File: src/ibdcc_defs.svh
// Timing constants and channel layout of the ISA cycle and DMA handshake block
`ifndef IBDCC_DEFS_SVH
`define IBDCC_DEFS_SVH

// Core clock period in ns
`define IBDCC_CLK_NS 8
// ISA system clock period in ns, derived from the core clock
`define IBDCC_SYSCLK_NS 128
// Core clocks per half ISA clock period, a longest time so it rounds down
`define IBDCC_HALF_CYCLES ((`IBDCC_SYSCLK_NS / 2) / `IBDCC_CLK_NS)
// Command strobe length in half ISA clocks when no zero-wait ends it early
`define IBDCC_CMD_HALVES 8
// Refresh strobe length in half ISA clocks
`define IBDCC_REF_HALVES 6
// Number of DMA channels: 7..5 on bits 6..4, 3..0 on bits 3..0
`define IBDCC_NCH 7
// Address bit where the first megabyte ends
`define IBDCC_MEG_BIT 20
// Synchroniser layout
`define IBDCC_SY_OWN_ACK 7
`define IBDCC_SY_ZWS 8
`define IBDCC_SY_PAR 9
`define IBDCC_SY_STRB 10
`define IBDCC_SY_W 15

`endif

File: src/ibdcc_pkg.sv
// Types of the ISA cycle and DMA handshake block
package ibdcc_pkg;

    typedef enum logic [1:0] {
        IBDCC_MEM_RD,
        IBDCC_MEM_WR,
        IBDCC_IO_RD,
        IBDCC_IO_WR
    } ibdcc_cmd_t;

    typedef enum logic [2:0] {
        IBDCC_IDLE,
        IBDCC_ALE,
        IBDCC_CMD,
        IBDCC_REF
    } ibdcc_state_t;

    // The five shared ISA strobes, all active low
    typedef struct packed {
        logic isa_mem_read_n;
        logic isa_mem_write_n;
        logic isa_io_read_n;
        logic isa_io_write_n;
        logic isa_refresh_n;
    } ibdcc_strb_t;

    typedef struct packed {
        logic [14:0] sy1;
        logic [14:0] sy2;
        logic [3:0] half_cnt;
        logic sysclk;
        ibdcc_state_t state;
        logic [3:0] cnt;
        logic ref_pend;
        logic low_meg;
        ibdcc_strb_t strb;
        ibdcc_strb_t strb_pin;
        ibdcc_strb_t strb_oe_n;
        ibdcc_strb_t strb_seen;
        logic low_meg_read_n;
        logic low_meg_write_n;
        logic ale;
        logic aen;
        logic pci_own_req_n;
        logic [6:0] dma_ack_n;
        logic granted;
        logic [2:0] gch;
        logic tc;
        logic nmi;
        logic cmd_ready;
        logic cmd_done;
    } ibdcc_reg_t;

endpackage

File: src/ibdcc_top.sv
// ISA command strobes, address latch, ISA clock and DMA ownership handshake
// ============================================================
`timescale 1ns/10ps
`include "ibdcc_defs.svh"

module ibdcc_top
    import ibdcc_pkg::*;
(
    // Clock and reset
    input wire logic clk,
    input wire logic resetn,
    // Processor-to-ISA command port, core clock domain
    input wire logic cmd_req,
    input wire ibdcc_cmd_t cmd_type,
    input wire logic [23:0] cmd_addr,
    output logic cmd_ready,
    output logic cmd_done,
    // Refresh and other bus-master requests, core clock domain
    input wire logic refresh_req,
    input wire logic isa_master_cycle,
    input wire logic ide_dma_req,
    input wire logic usb_master_req,
    input wire logic dma_xfer_done,
    // ISA strobes, five signals each
    input wire ibdcc_strb_t strb_in,
    output ibdcc_strb_t strb_out,
    output ibdcc_strb_t strb_oe_n,
    output ibdcc_strb_t strb_seen,
    // ISA address and clock pins
    output logic low_meg_read_n,
    output logic low_meg_write_n,
    output logic addr_latch_en,
    output logic addr_en,
    output logic isa_sysclk,
    input wire logic zero_wait_n,
    input wire logic isa_parity_err_n,
    output logic nmi,
    // DMA and PCI ownership pins
    input wire logic [6:0] dma_req,
    output logic [6:0] dma_ack_n,
    output logic dma_tc,
    output logic pci_own_req_n,
    input wire logic pci_own_ack_n
);

    localparam logic [3:0] HALF_CYC = 4'(`IBDCC_HALF_CYCLES);
    localparam logic [3:0] CMD_HALVES = 4'(`IBDCC_CMD_HALVES);
    localparam logic [3:0] REF_HALVES = 4'(`IBDCC_REF_HALVES);
    localparam ibdcc_strb_t STRB_IDLE = 5'h1f;

    ibdcc_reg_t r_q;
    ibdcc_reg_t r_d;

    logic tick;
    logic own_ack;
    logic zws;
    logic [6:0] req_s;
    logic any_req;
    logic [2:0] pick;
    logic pick_ok;
    logic start_cmd;

    // Lowest numbered pending channel wins
    always_comb
    begin
        pick = 3'h0;
        pick_ok = 1'b0;
        for (int i = `IBDCC_NCH - 1; i >= 0; i--)
        begin
            if (req_s[i])
            begin
                pick = 3'(i);
                pick_ok = 1'b1;
            end
        end
    end

    always_comb
    begin
        r_d = r_q;
        // Only the second stage is read by any logic
        r_d.sy1 = {strb_in, isa_parity_err_n, zero_wait_n, pci_own_ack_n, dma_req};
        r_d.sy2 = r_q.sy1;
        req_s = r_q.sy2[6:0];
        own_ack = ~r_q.sy2[`IBDCC_SY_OWN_ACK];
        zws = ~r_q.sy2[`IBDCC_SY_ZWS];
        any_req = (|req_s) | ide_dma_req | usb_master_req | isa_master_cycle;
        r_d.cmd_done = 1'b0;
        r_d.tc = 1'b0;

        // Half-period counter makes the ISA clock
        tick = (r_q.half_cnt == 4'h0);
        if (tick)
        begin
            r_d.half_cnt = HALF_CYC - 4'h1;
            r_d.sysclk = ~r_q.sysclk;
        end
        else
        begin
            r_d.half_cnt = r_q.half_cnt - 4'h1;
        end

        r_d.nmi = ~r_q.sy2[`IBDCC_SY_PAR];
        r_d.pci_own_req_n = ~(any_req | r_q.granted);

        // A refresh request landing while one is taken is kept
        r_d.ref_pend = refresh_req | r_q.ref_pend;

        // DMA grant only from idle with no refresh pending; a command taken in the same cycle still starts
        if (r_q.granted)
        begin
            if (!req_s[r_q.gch])
            begin
                r_d.granted = 1'b0;
                r_d.dma_ack_n = 7'h7f;
            end
            else if (dma_xfer_done)
            begin
                r_d.tc = 1'b1;
            end
        end
        else if (own_ack && pick_ok && r_q.state == IBDCC_IDLE && !r_q.ref_pend)
        begin
            r_d.granted = 1'b1;
            r_d.gch = pick;
            r_d.dma_ack_n = ~(7'h01 << pick);
        end

        start_cmd = cmd_req && r_q.cmd_ready && !isa_master_cycle;

        case (r_q.state)
            IBDCC_IDLE:
            begin
                if (r_q.ref_pend && !r_q.granted && !isa_master_cycle)
                begin
                    r_d.ref_pend = refresh_req;
                    r_d.state = IBDCC_REF;
                    r_d.cnt = REF_HALVES;
                    r_d.strb.isa_refresh_n = 1'b0;
                    r_d.strb.isa_mem_read_n = 1'b0;
                end
                else if (start_cmd)
                begin
                    r_d.state = IBDCC_ALE;
                    r_d.cnt = CMD_HALVES;
                    r_d.low_meg = (cmd_addr[23:`IBDCC_MEG_BIT] == 4'h0);
                    r_d.strb = STRB_IDLE;
                    case (cmd_type)
                        IBDCC_MEM_RD: r_d.strb.isa_mem_read_n = 1'b0;
                        IBDCC_MEM_WR: r_d.strb.isa_mem_write_n = 1'b0;
                        IBDCC_IO_RD: r_d.strb.isa_io_read_n = 1'b0;
                        default: r_d.strb.isa_io_write_n = 1'b0;
                    endcase
                end
            end
            IBDCC_ALE:
            begin
                // Strobe pattern is held internally until the latch half-period ends
                if (tick)
                begin
                    r_d.state = IBDCC_CMD;
                end
            end
            IBDCC_CMD:
            begin
                if (zws || (tick && r_q.cnt == 4'h1))
                begin
                    r_d.state = IBDCC_IDLE;
                    r_d.strb = STRB_IDLE;
                    r_d.cmd_done = 1'b1;
                end
                else if (tick)
                begin
                    r_d.cnt = r_q.cnt - 4'h1;
                end
            end
            IBDCC_REF:
            begin
                if (tick && r_q.cnt == 4'h1)
                begin
                    r_d.state = IBDCC_IDLE;
                    r_d.strb = STRB_IDLE;
                end
                else if (tick)
                begin
                    r_d.cnt = r_q.cnt - 4'h1;
                end
            end
            default:
            begin
                r_d.state = IBDCC_IDLE;
                r_d.strb = STRB_IDLE;
            end
        endcase

        // Command strobes reach the pins only once the command phase begins, refresh strobes at once
        r_d.strb_pin = (r_d.state == IBDCC_ALE) ? STRB_IDLE : r_d.strb;
        r_d.strb_oe_n = isa_master_cycle ? STRB_IDLE : 5'h00;
        r_d.strb_seen = r_q.sy2[`IBDCC_SY_W-1:`IBDCC_SY_STRB] | ~r_q.strb_oe_n;
        r_d.low_meg_read_n = !(r_d.state == IBDCC_CMD && r_d.low_meg
            && !r_d.strb.isa_mem_read_n);
        r_d.low_meg_write_n = !(r_d.state == IBDCC_CMD && r_d.low_meg
            && !r_d.strb.isa_mem_write_n);
        r_d.aen = r_d.granted;
        r_d.ale = r_d.granted || isa_master_cycle || r_d.state == IBDCC_REF
            || r_d.state == IBDCC_ALE;
        // Taking commands only on a half-period boundary keeps the latch pulse a full half clock
        r_d.cmd_ready = (r_d.state == IBDCC_IDLE) && !r_d.granted && !r_d.ref_pend
            && !start_cmd && (r_d.half_cnt == 4'h0);
    end

    always_ff @(posedge clk)
    begin
        if (!resetn)
        begin
            r_q <= '0;
            r_q.sy1 <= 15'h7fff;
            r_q.sy2 <= 15'h7fff;
            r_q.state <= IBDCC_IDLE;
            r_q.strb <= STRB_IDLE;
            r_q.strb_pin <= STRB_IDLE;
            r_q.strb_oe_n <= STRB_IDLE;
            r_q.strb_seen <= STRB_IDLE;
            r_q.low_meg_read_n <= 1'b1;
            r_q.low_meg_write_n <= 1'b1;
            r_q.pci_own_req_n <= 1'b1;
            r_q.dma_ack_n <= 7'h7f;
        end
        else
        begin
            r_q <= r_d;
        end
    end

    // Pins driven straight from the state register
    assign cmd_ready = r_q.cmd_ready;
    assign cmd_done = r_q.cmd_done;
    assign strb_out = r_q.strb_pin;
    assign strb_oe_n = r_q.strb_oe_n;
    assign strb_seen = r_q.strb_seen;
    assign low_meg_read_n = r_q.low_meg_read_n;
    assign low_meg_write_n = r_q.low_meg_write_n;
    assign addr_latch_en = r_q.ale;
    assign addr_en = r_q.aen;
    assign isa_sysclk = r_q.sysclk;
    assign nmi = r_q.nmi;
    assign dma_ack_n = r_q.dma_ack_n;
    assign dma_tc = r_q.tc;
    assign pci_own_req_n = r_q.pci_own_req_n;

endmodule

File: config.mk
export PLATFORM = sky130hd
export DESIGN_NAME = ibdcc_top
export DESIGN_NICKNAME = d
export VERILOG_FILES = /design/src/ibdcc_pkg.sv /design/src/ibdcc_top.sv
export VERILOG_INCLUDE_DIRS = /design/src
export SDC_FILE = /design/constraint.sdc
export NUM_CORES = 1
export LEC_CHECK = 0
export BUFFER_PORTS_ARGS = -buffer_cell sky130_fd_sc_hd__buf_4
export CORE_MARGIN = 8
export CORE_UTILIZATION = 52
export DETAILED_ROUTE_END_ITERATION = 8
export PLACE_DENSITY = 0.75
export SYNTH_ARGS = -nofsm -noshare
export SYNTH_HDL_FRONTEND = slang
export SYNTH_SLANG_ARGS = --single-unit
export TNS_END_PERCENT = 1
File: constraint.sdc
create_clock -name clk -period 2.1 [get_ports clk]
set_input_delay 0.21 -clock clk [delete_from_list [all_inputs] [get_ports clk]]
set_output_delay 0.21 -clock clk [all_outputs]
set_load 0.02 [all_outputs]
-- After elaboration in Yosys (flattened, before gate mapping)
Cells that the tools add are included.
- register bits after elaboration: 83
- $add $sub $neg: 2
- mux-type cells: 47
- shift-type cells: 1
- equal/unequal tests: 13
- order comparisons: 1
- reduce and logical (&&, ||, !) cells: 45
- bitwise operators: 15
- operators by type and width (kind ; count):
    3-bit two-way mux ; 11
    5-bit one-hot mux with 4 select lines ; 1
    1-bit two-way mux ; 18
    4-bit two-way mux ; 4
    8-bit two-way mux ; 2
    1-bit logical AND ; 15
    5-bit two-way mux ; 3
    7-bit two-way mux ; 2
    3-bit by 2-bit equality test with 1-bit output, second input constant ; 4
    4-bit zero test ; 3
    3-bit one-hot mux with 4 select lines ; 1
    4-bit one-hot mux with 3 select lines ; 1
    11-bit two-way mux ; 1
    1-bit zero test ; 10
    4-bit by 1-bit subtractor with 4-bit output, second input constant ; 2
    1-bit NOT ; 7
    7-bit NOT ; 1
    7-bit OR reduction ; 1
    1-bit by 3-bit << shifter with 7-bit output, first input constant ; 1
    3-bit by 1-bit equality test with 1-bit output, second input constant ; 2
    3-bit zero test ; 2
    6-bit two-way mux ; 1
    2-bit inequality test, second input constant ; 3
    2-bit AND reduction ; 3
    18 further kinds ; 25

-- Longest topological paths before layout
- depth in word-level cells: 17
- gate-level depth with buffers: 7
- depth with buffers taken out: 7

-- Least setup slack after synthesis
OpenSTA, ideal clock, no wires.
- kind: reg-to-reg
- from: register r_q[50] (netlist name)
- to: register r_q (netlist bit addr_latch_en)
- cell stages (with the launch flop): 8
- clock period less this slack: 1.801 ns
- library setup time: 0.115 ns
- path slack: 0.299 ns
- required time: 1.985 ns
- arrival time: 1.687 ns
- path buffers: 0
- cells stage by stage: dfxtp_1 inv_1 ha_1 or3b_4 a32oi_2 o21ai_2 a211o_1 o21a_1
- longest elaborated chain between the ends: 8
- elaborated cells on any way between the ends: 11
- classes of those cells: 2 x eq/ne; 4 x mux; 5 x reduce/logical
- ends and longest elaborated chain (item ; RTL line ; RTL):
    start, declared ; ibdcc_top.sv:51 ; ibdcc_reg_t r_q;
    start signal, assigned ; ibdcc_top.sv:231 ; r_q <= r_d;
    4-bit zero test (*) ; ibdcc_top.sv:92 ; tick = (r_q.half_cnt == 4'h0);
    1-bit logical AND ; ibdcc_top.sv:166, ibdcc_top.sv:179 ;
    1-bit logical OR ; ibdcc_top.sv:166 ; if (zws || (tick && r_q.cnt == 4'h1))
    3-bit two-way mux ; ibdcc_top.sv:166 ;
    3-bit one-hot mux with 4 select lines (*) ; ibdcc_top.sv:131 ; case (r_q.state)
    3-bit by 2-bit equality test with 1-bit output ; ibdcc_top.sv:205 ; r_d.ale = r_d.granted || isa_master_cycle || r_d.state == IBDCC_REF
    1-bit logical OR ; ibdcc_top.sv:205 ;
    1-bit logical OR (*) ; ibdcc_top.sv:206 ; || r_d.state == IBDCC_ALE;
Mark *: on every way between the ends. The rest lies on a longest branch, timed or not.
A chain may end at the register's enable or synchronous reset.

-- Worst setup path after layout
Ends and elaborated chain as after synthesis.

==> qor.txt <==
setup violators final: 0
largest net degree at the start of global routing: 27
crit-path max FO: 6
RSZ-0062 raised after global routing: no
R2R Path Start: r_q[50]$_SDFF_PN0_
synth-to-layout area growth: 18.1%
number of global-route vias before repair: 2257
Core Region: 5960 um^2
die area: 8940 um^2
FF-to-FF End: addr_latch_en$_SDFF_PN0_
DR vias/cell: 5.21
R2R cell count: 7
Reg2Reg Setup Slack: 0.19 ns
Final Cycle Share: 91.2%
sequential cell area fraction in the yosys report: 49.3%
ANT nets after route: 0
final hold vios: 0
fraction of registers with async set/reset: 0%
Leak: 0.00151 uW
Post-Place Worst Slack: 0.188 ns
Worst-Skew Late Latency: 0.35 ns
non-filler cells, final: 452
Setup Skew: 0.00890 ns
Slew Limit Fails: 0
crit path capture: addr_latch_en$_SDFF_PN0_
PortBufs: 60
CP cell instances: inv_1 -> ha_1 -> or3b_4 -> a32oi_2 -> o21ai_2 -> a211o_1 -> o21a_1
DP Area: 3580 um^2
Post-Route Setup TNS: 0 ns
num rows: 28
# diodes: 0
number of synthesized flops with an enable pin: 0
worst setup margin: 0.186 ns
H-tree depth: 3
layout net count: 426
Power Density: 839 nW/um^2
kind of critical path: register to register
initial antenna violation count: 0
fraction of layout instances using a drive strength above 1: 28.9%
max-cap violations: 0
area of the multi-input gates: 1380 um^2
final hold slack: 0.0349 ns
syn nets: 381
Vias: 2353
Syn Inst Count: 328
Max Clock Freq: 0.522 GHz
Reg area: 1580 um^2
Synth warnings: 0
drt first pass iters: 4
I/O pin count: 81
hold path startpoint: strb_in[1]
CP Capture Type: register
VDD IR max: 573 uV
WP data required: 2.34 ns
root buf cell: clkbuf_8
DRT iter0 DRCs: 120
Routed WL: 6400 um
routability cong.: 0.875
placed insts: 437
die height: 94.5 um
Synth cell types: 67
initial core utilization: 53.9%
Mapped Area: 3210 um^2
DP HPWL: 4710 um
wire per inst: 14.1 um
CTS clk-pin slew, worst paths: 0.08 ns
Slew Limit Headroom: 63.7%
CTS buffer count: 9
mean post-synth cell area: 9.78 um^2
arrival time at the worst endpoint: 2.16 ns
CP max stage cell: or3b_4
FF+latch count, synth: 79
Setup Fix Bufs, Post-CTS: 0
GR Overflow Total: 0
Clock Sinks: 79
Final Critical Period: 1.91 ns
Filler Cell Count: 510
ys flop type: dfxtp_1
Critical path origin: r_q[50]$_SDFF_PN0_
run status: completed
Max stage delay on crit path: 0.42 ns
CTS tree: done
Worst-Margin Slew: 0.544 ns
die width: 94.5 um
hold crit path type: input port to register
GRT Util Overall: 15.2%
drt drc: 0
Longest Clk Path Bufs: 2
startpoint types: register
first-pass GRT wire length: 10800 um
fin area: 3790 um^2
==> logic make-up (layout without fill, tap and decap cells) <==
family                   Yosys count  after routing  share of synthesized area [%]
XOR/XNOR                           2              2                          0.546
adder cells (fa/ha/maj)            4              4                           1.56
AO/OA/AOI/OAI                     59             59                           14.0
AND/OR/NAND/NOR                  137            137                           25.1
flip-flops                        79             79                           49.3
buffers and inverters             42             91                           8.03
multiplexers                       4              4                           1.33
other                              1              1                          0.117
==> power breakdown <==
group	internal [uW]	leakage [uW]	switching, uW
combinational	198	0.000761	201
clock	588	0.000103	551
sequential	1570	0.000650	68.9
==> registers in the layout, summed over array words and instances (netlist names) <==
| name | count |
|---|---|
| cmd_ready | 1 |
| isa_sysclk | 1 |
| r_d | 15 |
| strb_out | 5 |
| low_meg_read_n | 1 |
| r_q | 37 |
| addr_latch_en | 1 |
| nmi | 1 |
| dma_tc | 1 |
| strb_oe_n | 1 |
| cmd_done | 1 |
| dma_ack_n | 7 |
| low_meg_write_n | 1 |
| strb_seen | 5 |
| pci_own_req_n | 1 |
==> worst min-delay path by stage <==
stage,to,slack (ns),cells after the start
CTS,r_d[65]$_SDFF_PN1_,0.02,2
floorplan,r_d[54]$_SDFF_PN1_,0.31,1
finish,r_d[65]$_SDFF_PN1_,0.03,2
detailed placement,r_q[56]$_SDFF_PN1_,0.39,1
global placement,nmi$_SDFF_PN0_,0.37,1
global route,r_d[64]$_SDFF_PN1_,0.01,2
==> per-stage QoR <==
stage                     total power (uW)  utilization (%)
after floorplan                       1930                -
after global placement                2050             60.1
after detailed placement              2070             60.1
after CTS                             3210             63.5
after global routing                  3340             63.6
final                                 3180             63.6
==> placed cells by master, fill, tap and decap left out, types with 2 or more instances in the layout <==
cell | synthesis | layout
a2111oi_2 | 2 | 2
a211o_1 | 3 | 3
a21oi_1 | 10 | 10
a31oi_1 | 4 | 4
buf_4 | 22 | 67
clkbuf_8 | 0 | 10
clkinv_4 | 0 | 2
dfxtp_1 | 79 | 79
ha_1 | 4 | 4
inv_1 | 9 | 9
inv_6 | 0 | 2
mux2i_1 | 2 | 2
nand2_1 | 20 | 20
nand2b_1 | 40 | 40
nand3_1 | 7 | 7
nand4_1 | 3 | 3
nor2_1 | 32 | 32
nor2b_1 | 3 | 3
nor3_1 | 5 | 5
nor4_1 | 2 | 2
nor4_4 | 2 | 2
o21a_1 | 2 | 2
o21ai_0 | 11 | 11
o21ai_1 | 2 | 2
o21ai_2 | 2 | 2
o221a_2 | 2 | 2
o22ai_1 | 2 | 2
o32ai_1 | 2 | 2
or2_2 | 5 | 5
or3_1 | 3 | 3
xnor2_1 | 2 | 2
==> per-layer routing <==
metal / up-vias / GRT usage (%) / part of all wire (%) / wire [um]
li1: 1193 / - / - / -
met4: 0 / 6.11 / 1.8 / 112
met5: - / 0 / 0 / 0
met2: 68 / 22.5 / 44 / 2810
met3: 12 / 6.27 / 7.2 / 460
met1: 1080 / 19.1 / 47 / 3010
==> cells in the mapped netlist, types with 4 or more instances <==
cell	number	share of area (%)
nand2_1	20	2.3
dfxtp_1	79	49
a21oi_1	10	1.6
or2_2	5	0.98
nor3_1	5	0.78
nand3_1	7	1.1
clkbuf_1	7	0.82
buf_4	22	5.1
ha_1	4	1.6
a31oi_1	4	0.78
nor2_1	32	3.7
inv_1	9	1.1
o21ai_0	11	1.7
nand2b_1	40	7.8
==> worst max-delay path, delay by kind of cell (launching register included) <==
| kind | cells | cell delay (ns) |
|---|---|---|
| AOI/OAI and AO/OA | 4 | 0.76 |
| buffers and inverters | 1 | 0.08 |
| and+or+nand+nor | 1 | 0.42 |
| adders and majority gates | 1 | 0.19 |
| DFF | 1 | 0.36 |
==> area by class of cell <==
class / count / share of cell area (%)
repair buffers: 67 / 13.3
well taps: 75 / 2.48
clock buffers: 10 / 3.63
multi-input cells: 207 / 36.3
inverters: 9 / 0.891
clock inverters: 5 / 1.72
flip-flops and latches: 79 / 41.7
==> repair_timing <==
| action | 4_1_cts | 5_1_grt |
|---|---|---|
| resized for setup | 0 | 1 |
| hold buffers | 0 | 0 |
| setup endpoints to repair | 0 | 2 |
No activity file was read; power rests on OpenSTA's default activity.
